--- src/sltt_pkg.sv ---
// package for the speculative load tracking table
// assumes one core clock and active-low asynchronous reset
//
// What this block does
// - advanced load allocates a table entry
// - entry keyed by register, holds address, type, size
// - check searches for matching register and type
// - hit means no recovery, continue sequentially
// - check-branch miss redirects to recovery offset
// - check-load miss re-issues load, writes result
// - overlapping store invalidates the entry
// - new advanced load replaces same-register entry
// - entries may drop for capacity reasons
// - memory dependencies in group follow program order
// - later same-address store wins in memory
// - cache-hit load latency two cycles, consumers stall
// - control-speculative loads defer exceptions
// - check-branch carries register and branch offset
// - faulting speculative advanced load allocates nothing
// - full table evicts an entry by policy
package sltt_pkg;

  localparam int RegW = 7;
  localparam int AddrW = 64;
  localparam int DataW = 64;
  localparam int OffW = 21;
  localparam int SizeW = 4;
  localparam int LoadLatency = 2;
  localparam logic [1:0] ResetPtr = 2'h0;

  // kind of memory or check operation presented by the pipeline
  typedef enum logic [5:0] {
    OpNone = 6'h01,
    OpAdvLoad = 6'h02,
    OpSpecAdvLoad = 6'h04,
    OpCtlSpecLoad = 6'h08,
    OpCheckLoad = 6'h10,
    OpCheckBranch = 6'h20
  } op_e;

  typedef struct packed {
    op_e op;
    logic [RegW-1:0] reg_;
    logic isFloat;
    logic [AddrW-1:0] addr;
    logic [SizeW-1:0] size;
    logic [OffW-1:0] offset;
  } req_s;

  typedef struct packed {
    logic [AddrW-1:0] addr;
    logic [SizeW-1:0] size;
  } store_s;

endpackage : sltt_pkg

--- src/speculative_load_tracking_table.sv ---
// speculative load tracking table with check, recovery and load latency
// assumes the issue pipeline presents one op per cycle, in program order
`timescale 1ns/100ps
module speculative_load_tracking_table #(
  parameter int Entries = 4
) (
  // clock and reset
  input wire logic clk,
  input wire logic nrst,
  // issue side
  input wire logic reqValid,
  input wire sltt_pkg::req_s req,
  input wire logic [sltt_pkg::AddrW-1:0] pc,
  output logic reqReady,
  // load completion from memory
  input wire logic loadFault,
  input wire logic [sltt_pkg::DataW-1:0] memData,
  // stores in program order within the group
  input wire logic storeValid,
  input wire sltt_pkg::store_s store,
  input wire logic [sltt_pkg::DataW-1:0] storeData,
  // consumer stall query
  input wire logic [sltt_pkg::RegW-1:0] useReg,
  input wire logic useValid,
  output logic useStall,
  // memory request
  output logic memRd,
  output logic [sltt_pkg::AddrW-1:0] memRdAddr,
  output logic memWr,
  output logic [sltt_pkg::AddrW-1:0] memWrAddr,
  output logic [sltt_pkg::DataW-1:0] memWrData,
  // results
  output logic checkDone,
  output logic checkHit,
  output logic redirect,
  output logic [sltt_pkg::AddrW-1:0] redirectPc,
  output logic wbValid,
  output logic [sltt_pkg::RegW-1:0] wbReg,
  output logic [sltt_pkg::DataW-1:0] wbData,
  output logic wbDeferred
);
  localparam int PtrW = $clog2(Entries);

  ////////////////////////////////////////////////////////////////////////
  // entry array
  logic [Entries-1:0] entValid;
  logic [Entries-1:0] entRegMatch;
  logic [Entries-1:0] entHit;
  logic [Entries-1:0] entAlloc;
  logic [Entries-1:0] entKill;
  logic [PtrW-1:0] victim_q;
  logic [PtrW-1:0] target;
  logic sameFound;
  logic freeFound;
  logic [PtrW-1:0] samePtr;
  logic [PtrW-1:0] freePtr;
  logic isAdv;
  logic isCheck;
  logic doAlloc;
  logic anyHit;
  logic pipeBusy;
  logic pipeDone;
  logic [sltt_pkg::RegW-1:0] pipeReg;
  logic start;

  genvar gi;
  generate
    for (gi = 0; gi < Entries; gi++) begin : gEnt
      sltt_entry uEnt (
        .clk(clk),
        .nrst(nrst),
        .alloc(entAlloc[gi]),
        .kill(entKill[gi]),
        .fill(req),
        .probeReg(req.reg_),
        .probeFloat(req.isFloat),
        .store(store),
        .storeValid(storeValid),
        .valid(entValid[gi]),
        .regMatch(entRegMatch[gi]),
        .hit(entHit[gi])
      );
    end
  endgenerate

  ////////////////////////////////////////////////////////////////////////
  // operation decode; only one load in flight keeps ordering simple
  assign reqReady = !pipeBusy;
  assign isAdv = reqValid && reqReady &&
                 ((req.op == sltt_pkg::OpAdvLoad) ||
                  (req.op == sltt_pkg::OpSpecAdvLoad));
  assign isCheck = reqValid && reqReady &&
                   ((req.op == sltt_pkg::OpCheckLoad) ||
                    (req.op == sltt_pkg::OpCheckBranch));
  assign anyHit = |entHit;

  // locate same-register entry and a free slot
  always_comb begin
    sameFound = 1'b0;
    freeFound = 1'b0;
    samePtr = '0;
    freePtr = '0;
    for (int i = 0; i < Entries; i++) begin
      if (entRegMatch[i] && !sameFound) begin
        sameFound = 1'b1;
        samePtr = PtrW'(i);
      end
      if (!entValid[i] && !freeFound) begin
        freeFound = 1'b1;
        freePtr = PtrW'(i);
      end
    end
  end

  // reuse same-register slot, else free slot, else round-robin victim
  always_comb begin
    if (sameFound) begin
      target = samePtr;
    end else if (freeFound) begin
      target = freePtr;
    end else begin
      target = victim_q;
    end
  end

  ////////////////////////////////////////////////////////////////////////
  // allocation happens when the load returns, so a faulting speculative one is skipped
  logic pendAdv_q;
  logic pendSpec_q;

  // a deferred-fault speculative advanced load leaves no entry
  assign doAlloc = pipeDone && pendAdv_q && !(pendSpec_q && loadFault);

  always_comb begin
    entAlloc = '0;
    entKill = '0;
    if (isAdv) begin
      for (int i = 0; i < Entries; i++) begin
        if (entRegMatch[i]) begin
          entKill[i] = 1'b1;
        end
      end
    end
    if (doAlloc) begin
      entAlloc[target] = 1'b1;
    end
  end

  // round-robin replacement pointer
  always_ff @(posedge clk or negedge nrst) begin
    if (!nrst) begin
      victim_q <= sltt_pkg::ResetPtr;
    end else if (doAlloc && !freeFound && !sameFound) begin
      victim_q <= victim_q + PtrW'(1);
    end
  end

  ////////////////////////////////////////////////////////////////////////
  // load launch: advanced, control-speculative, or check-load miss
  assign start = reqValid && reqReady &&
                 ((req.op == sltt_pkg::OpAdvLoad) ||
                  (req.op == sltt_pkg::OpSpecAdvLoad) ||
                  (req.op == sltt_pkg::OpCtlSpecLoad) ||
                  ((req.op == sltt_pkg::OpCheckLoad) && !anyHit));

  load_pipe #(
    .Latency(sltt_pkg::LoadLatency)
  ) uPipe (
    .clk(clk),
    .nrst(nrst),
    .start(start),
    .dest(req.reg_),
    .busy(pipeBusy),
    .done(pipeDone),
    .doneReg(pipeReg)
  );

  // remember what the in-flight load was
  always_ff @(posedge clk or negedge nrst) begin
    if (!nrst) begin
      pendAdv_q <= 1'b0;
      pendSpec_q <= 1'b0;
    end else if (start) begin
      pendAdv_q <= isAdv;
      pendSpec_q <= (req.op == sltt_pkg::OpSpecAdvLoad) ||
                    (req.op == sltt_pkg::OpCtlSpecLoad);
    end
  end

  // consumer of an in-flight destination waits for the data; a consumer
  // in the load's own group is illegal, so launch needs no stall term
  assign useStall = useValid && pipeBusy &&
                    (useReg == req.reg_ || useReg == pipeReg);

  assign memRd = start;
  assign memRdAddr = req.addr;

  ////////////////////////////////////////////////////////////////////////
  // stores pass straight through in program order; last write stands
  always_ff @(posedge clk or negedge nrst) begin
    if (!nrst) begin
      memWr <= 1'b0;
      memWrAddr <= '0;
      memWrData <= '0;
    end else begin
      memWr <= storeValid;
      memWrAddr <= store.addr;
      memWrData <= storeData;
    end
  end

  ////////////////////////////////////////////////////////////////////////
  // writeback; faults on speculative loads become a deferred token
  always_ff @(posedge clk or negedge nrst) begin
    if (!nrst) begin
      wbValid <= 1'b0;
      wbReg <= '0;
      wbData <= '0;
      wbDeferred <= 1'b0;
    end else begin
      wbValid <= pipeDone;
      wbReg <= pipeReg;
      wbData <= memData;
      wbDeferred <= pipeDone && pendSpec_q && loadFault;
    end
  end

  ////////////////////////////////////////////////////////////////////////
  // check outcome and recovery redirect
  always_ff @(posedge clk or negedge nrst) begin
    if (!nrst) begin
      checkDone <= 1'b0;
      checkHit <= 1'b0;
      redirect <= 1'b0;
      redirectPc <= '0;
    end else begin
      checkDone <= isCheck;
      checkHit <= isCheck && anyHit;
      redirect <= isCheck && !anyHit &&
                  (req.op == sltt_pkg::OpCheckBranch);
      // sign-extended bundle offset added to the check's address
      redirectPc <= pc + {{(sltt_pkg::AddrW-sltt_pkg::OffW){req.offset[
                    sltt_pkg::OffW-1]}}, req.offset};
    end
  end
endmodule : speculative_load_tracking_table

--- src/sltt_entry.sv ---
// one table entry: storage, match on register/type, store-overlap kill
// assumes the parent serialises allocation and invalidation requests
`timescale 1ns/100ps
module sltt_entry (
  // clock and reset
  input wire logic clk,
  input wire logic nrst,
  // control from the table
  input wire logic alloc,
  input wire logic kill,
  input wire sltt_pkg::req_s fill,
  // probes
  input wire logic [sltt_pkg::RegW-1:0] probeReg,
  input wire logic probeFloat,
  input wire sltt_pkg::store_s store,
  input wire logic storeValid,
  // results
  output logic valid,
  output logic regMatch,
  output logic hit
);
  logic valid_q;
  sltt_pkg::req_s ent_q;
  logic [sltt_pkg::AddrW:0] entEnd;
  logic [sltt_pkg::AddrW:0] stEnd;
  logic overlap;

  // byte ranges are half-open; extra bit avoids wrap at the top
  assign entEnd = {1'b0, ent_q.addr} + {{sltt_pkg::AddrW-3{1'b0}}, ent_q.size};
  assign stEnd = {1'b0, store.addr} + {{sltt_pkg::AddrW-3{1'b0}}, store.size};
  assign overlap = storeValid && ({1'b0, store.addr} < entEnd) &&
                   ({1'b0, ent_q.addr} < stEnd);

  assign valid = valid_q;
  assign regMatch = valid_q && (ent_q.reg_ == probeReg);
  assign hit = regMatch && (ent_q.isFloat == probeFloat);

  // alloc wins over a store kill in the same cycle: store is older
  always_ff @(posedge clk or negedge nrst) begin
    if (!nrst) begin
      valid_q <= 1'b0;
    end else if (alloc) begin
      valid_q <= 1'b1;
    end else if (kill || overlap) begin
      valid_q <= 1'b0;
    end
  end

  // record register, type, address and size
  always_ff @(posedge clk or negedge nrst) begin
    if (!nrst) begin
      ent_q <= '0;
    end else if (alloc) begin
      ent_q <= fill;
    end
  end
endmodule : sltt_entry

--- src/load_pipe.sv ---
// fixed-latency load return pipe with destination tag
// assumes memory answers cache hits in a fixed number of cycles
`timescale 1ns/100ps
module load_pipe #(
  parameter int Latency = sltt_pkg::LoadLatency
) (
  // clock and reset
  input wire logic clk,
  input wire logic nrst,
  // launch
  input wire logic start,
  input wire logic [sltt_pkg::RegW-1:0] dest,
  // completion
  output logic busy,
  output logic done,
  output logic [sltt_pkg::RegW-1:0] doneReg
);
  logic [Latency-1:0] stage_q;
  logic [sltt_pkg::RegW-1:0] reg_q;

  // shift a token so completion lands exactly Latency cycles later
  always_ff @(posedge clk or negedge nrst) begin
    if (!nrst) begin
      stage_q <= '0;
      reg_q <= '0;
    end else begin
      stage_q <= {stage_q[Latency-2:0], start};
      if (start) begin
        reg_q <= dest;
      end
    end
  end

  // busy holds through the completion cycle; start stays out of it
  // because ready feeds back into start and would close a loop
  assign busy = |stage_q;
  assign done = stage_q[Latency-1];
  assign doneReg = reg_q;
endmodule : load_pipe

--- config.mk ---
export PLATFORM = sky130hd
export DESIGN_NAME = speculative_load_tracking_table
export DESIGN_NICKNAME = d
export VERILOG_FILES = /design/src/sltt_pkg.sv /design/src/speculative_load_tracking_table.sv /design/src/sltt_entry.sv /design/src/load_pipe.sv
export SDC_FILE = /design/constraint.sdc
export NUM_CORES = 2
export LEC_CHECK = 0
export BUFFER_PORTS_ARGS = -buffer_cell sky130_fd_sc_hd__buf_2
export CORE_MARGIN = 2
export CORE_UTILIZATION = 50
export DETAILED_ROUTE_END_ITERATION = 6
export PLACE_DENSITY = 0.76
export SYNTH_ARGS = -nofsm -noshare
export SYNTH_HDL_FRONTEND = slang
export SYNTH_SLANG_ARGS = --single-unit
--- constraint.sdc ---
create_clock -name clk -period 6.8 [get_ports clk]
set_input_delay 1.02 -clock clk [delete_from_list [all_inputs] [get_ports clk]]
set_output_delay 1.02 -clock clk [all_outputs]
set_load 0.01 [all_outputs]
==> impl_results.md <==
- Starting Density: 50.56%
- Post-synthesis sequential area ratio: ~36%
- EDFF count, synth: 0
- Syn Std Cell Area: between 40,000 and 50,000 µm²
- Skew-Pair Late Insertion Delay: roughly 0.64 ns
- CP startpoint kind: register
- CTS tree: done
- CP cell instances: ha_1 -> inv_1 -> fa_1 -> nor2b_1 -> o21ai_0 -> a2111oi_4 -> nand3_1 -> or2_2 -> nor2_1 -> nand2_1 -> xor2_1 -> ha_1 -> nand4_1 -> nor4_1 -> nand3_1 -> nor2_1 -> a31oi_1 -> nand3_1 -> a41o_1 -> a21oi_1 -> o21ai_0
- Fillers: slightly below 7,000
- Count of cells resized by post-cts repair: 0
- DIE AREA: 83,740 µm²
- Dominant cells by area after synthesis: dfrtp_1, ha_1, mux2_2
- Max IR drop VDD: roughly 0.00021 V
- Tot GR Track Use: 33.02%
- Post-synth top flop: dfrtp_1
- Core ar.: ~81,000 µm²
- CP arrival: 6.31 ns
- Critical Path RT: 7.33 ns
- Chip width: 289.4 µm
- GP Congestion: 1.002
- Asr flop ratio synth: 100.0%
- Slowest cell on crit path: nor4_1
- Unique masters post-synth: 89
- Num CTS Buffers: between 60 and 70
- Initial antenna violation count: 30
- H-tree depth: 3
- R2R Path End: gEnt[2].uEnt.valid
- Fraction of layout cells with a size suffix above 1: 25.75%
- Transition time of the tightest slew-check pin: 0.9805 ns
- # setup viols final: 0
- Global-route wire length before repair: ~210,000 µm
- GRT Residual Overflow: 0
- Worst path bufs/invs: 1
- Final TNS setup: 0 ns
- Max FO, Critical Path: 6
- MaxCap Viol Count: 0
- Final ANT Viol Nets: 0
- RSZ-0062 raised after global routing: no
- Site Rows: 104
- Reg2reg start: gEnt[2].uEnt.ent_q[25]
- Storage cell area: 14,760 µm²
- Setup Skew: 0.02853 ns
- Number of global-route vias before repair: around 34,000
- Most frequent CP cell: nand3_1
- Syn Inst Count: 3,939
- Worst R2R Path Depth: 21
- CTS max path bufs: 3
- WHS: 0.3852 ns
- Synth top area share: 36.26%
- Slew headroom: approximately a third
- Worst path depth: 21
- Post-CTS Setup Bufs: 0
- Synth warnings: 0
- I/O pin count: a little over 700
- Cts-stage hold buffer count: 0
- Final hold violation count: 0
- Area of the multi-input gates: about 25,000 µm²
- Pwr dens: 212.7 nW/µm²
- DRT iter0 DRCs: roughly 2,500
- Slowest stage delay, CP: 0.83 ns
- Pleak: 23.21 nW
- Detailed-route via count: 34,213
- Avg Inst Size Synth: 10.34 µm²
- FF-to-FF setup slack: 1.02 ns
- Crit end category: register
- Hold Crit Class: input port to async pin
- DR vias/cell: between 5 and 6
- Area Overhead vs Synth: 16.84%
- Final Max Tran Viols: 0
- WL final: ~140,000 µm
- Kind of cell adding the most delay to the critical path: simple AND/OR/NAND/NOR gates
- Final min period: between 5 and 6 ns
- DP Wirelength: 112,700 µm
- Kind of critical path: register to register
- Top achievable clock speed: 172.9 MHz
- Largest net degree at the start of global routing: 152
- Clock-pin slew on the worst setup and hold paths: 0.06 ns
- Syn_nets: ~4,900
- WL/cell: between 20 and 25 µm
- Seq cells post-synth: 590
- Status: completed
- Clock sink total: 590
- Port Buffers: 711
- DR pass1 iterations: 5
- Yosys top cell by area: dfrtp_1
- # nets final: 5,588
- Final period util: a little under nine tenths
- Post-route DRC violation count: 0
- CTS root buffer: clkbuf_16
- Die H: 289.4 µm
-- per-layer routing --
layer	track usage (%)	vias to the layer above	share of wire, %
met5	0	-	0.13
met3	7.268	297	7.7
met2	55.07	1305	47
met1	41.63	16784	41
met4	13.09	30	4.3
li1	-	15797	-
-- through the flow --
stage | total power, mW | worst slack [ns] | instance area (µm²) | util, % | instances
final | 10.12 | 1.015 | 47580 | 59.07 | 5740
after global routing | 10.60 | 0.6800 | 47570 | 59.05 | 5734
after CTS | 10.17 | 1.043 | 47560 | 59.05 | 5732
after detailed placement | 6.182 | 0.8434 | 45150 | 56.05 | 5608
after global placement | 6.142 | 0.1435 | 45140 | 56.04 | 5607
after floorplan | 5.268 | 1.767 | 40720 | - | 3939
-- cell usage after synthesis (all sizes together) (12+ instances only) --
master,count
nand2,294
xor2,239
dfrtp,590
buf,116
inv,72
or3,12
o21ai,144
a21oi,229
and2,26
nand4,146
nand2b,22
xnor2,177
a21o,146
o21a,16
nand3,153
a2111oi,16
ha,587
and4,34
nor2,195
o211ai,22
o31ai,14
nor4,28
a31oi,29
and3,75
mux2,295
clkbuf,25
nor2b,39
a211oi,31
o21bai,16
nor3,53
-- power breakdown --
group	total, mW	internal [mW]	leakage (nW)	switching (mW)
combinational	2.12	0.890	14.5	1.23
sequential	4.05	3.79	7.51	0.252
clock	3.96	2.32	1.18	1.63
-- worst max-delay path by stage --
stage	from	to
after detailed placement	store[4]	gEnt[3].uEnt.valid
after global routing	gEnt[2].uEnt.ent_q[25]	gEnt[2].uEnt.valid
after CTS	gEnt[2].uEnt.ent_q[25]	gEnt[2].uEnt.valid
after floorplan	store[0]	gEnt[3].uEnt.valid
final	gEnt[2].uEnt.ent_q[25]	gEnt[2].uEnt.valid
after global placement	store[4]	gEnt[1].uEnt.valid
-- cell type report --
| cell class | instances | area share (%) |
|---|---|---|
| diodes | 8 | 0.04207 |
| clock buffers | 83 | 3.886 |
| clock inverters | 41 | 1.186 |
| inverters | 72 | 0.5680 |
| multi-input cells | 3136 | 52.30 |
| flip-flops and latches | 590 | 31.03 |
| well taps | 1060 | 2.787 |
| repair buffers | 750 | 8.199 |
-- logic make-up (layout without fill, tap and decap cells) --
family | count (synthesis) | in the layout | share of synthesized area (%)
buf+inv | 213 | 946 | 2.747
fa+ha+maj | 593 | 593 | 18.33
xor+xnor | 416 | 416 | 8.947
compound gates | 731 | 731 | 11.60
flops | 590 | 590 | 36.26
simple gates | 1099 | 1099 | 13.92
other cells | 0 | 8 | 0
mux | 297 | 297 | 8.207
-- cells in the final DEF (no fill, tap or decap), drive strengths merged, types with 29 or more instances in the layout --
cell type  count
xnor2        177
dfrtp        590
nor2         195
a21oi        229
a211oi        31
inv           77
and4          34
nor2b         39
o21ai        144
nor3          53
clkbuf        83
and3          75
nand2        294
a31oi         29
mux2         295
nand3        153
a21o         146
xor2         239
ha           587
nand4        146
buf          749
-- state kept, by name (all words and copies together), names as in the netlist, 2 cells and up --
name,flops
redirectPc,64
wbReg,7
uPipe.stage_q,2
victim_q,2
gEnt.uEnt.valid,4
memWrAddr,64
wbData,64
gEnt.uEnt.ent_q,304
uPipe.doneReg,7
memWrData,64
-- worst register-to-register path, cell delays in order (launching register included) --
cell	delay, ns
dfrtp_1	0.36
ha_1	0.18
inv_1	0.06
fa_1	0.39
nor2b_1	0.12
o21ai_0	0.23
a2111oi_4	0.74
nand3_1	0.35
or2_2	0.42
nor2_1	0.19
nand2_1	0.09
xor2_1	0.16
ha_1	0.32
nand4_1	0.18
nor4_1	0.83
nand3_1	0.21
nor2_1	0.16
a31oi_1	0.15
nand3_1	0.14
a41o_1	0.18
a21oi_1	0.05
o21ai_0	0.16
Power figures use the tool's default switching activity.
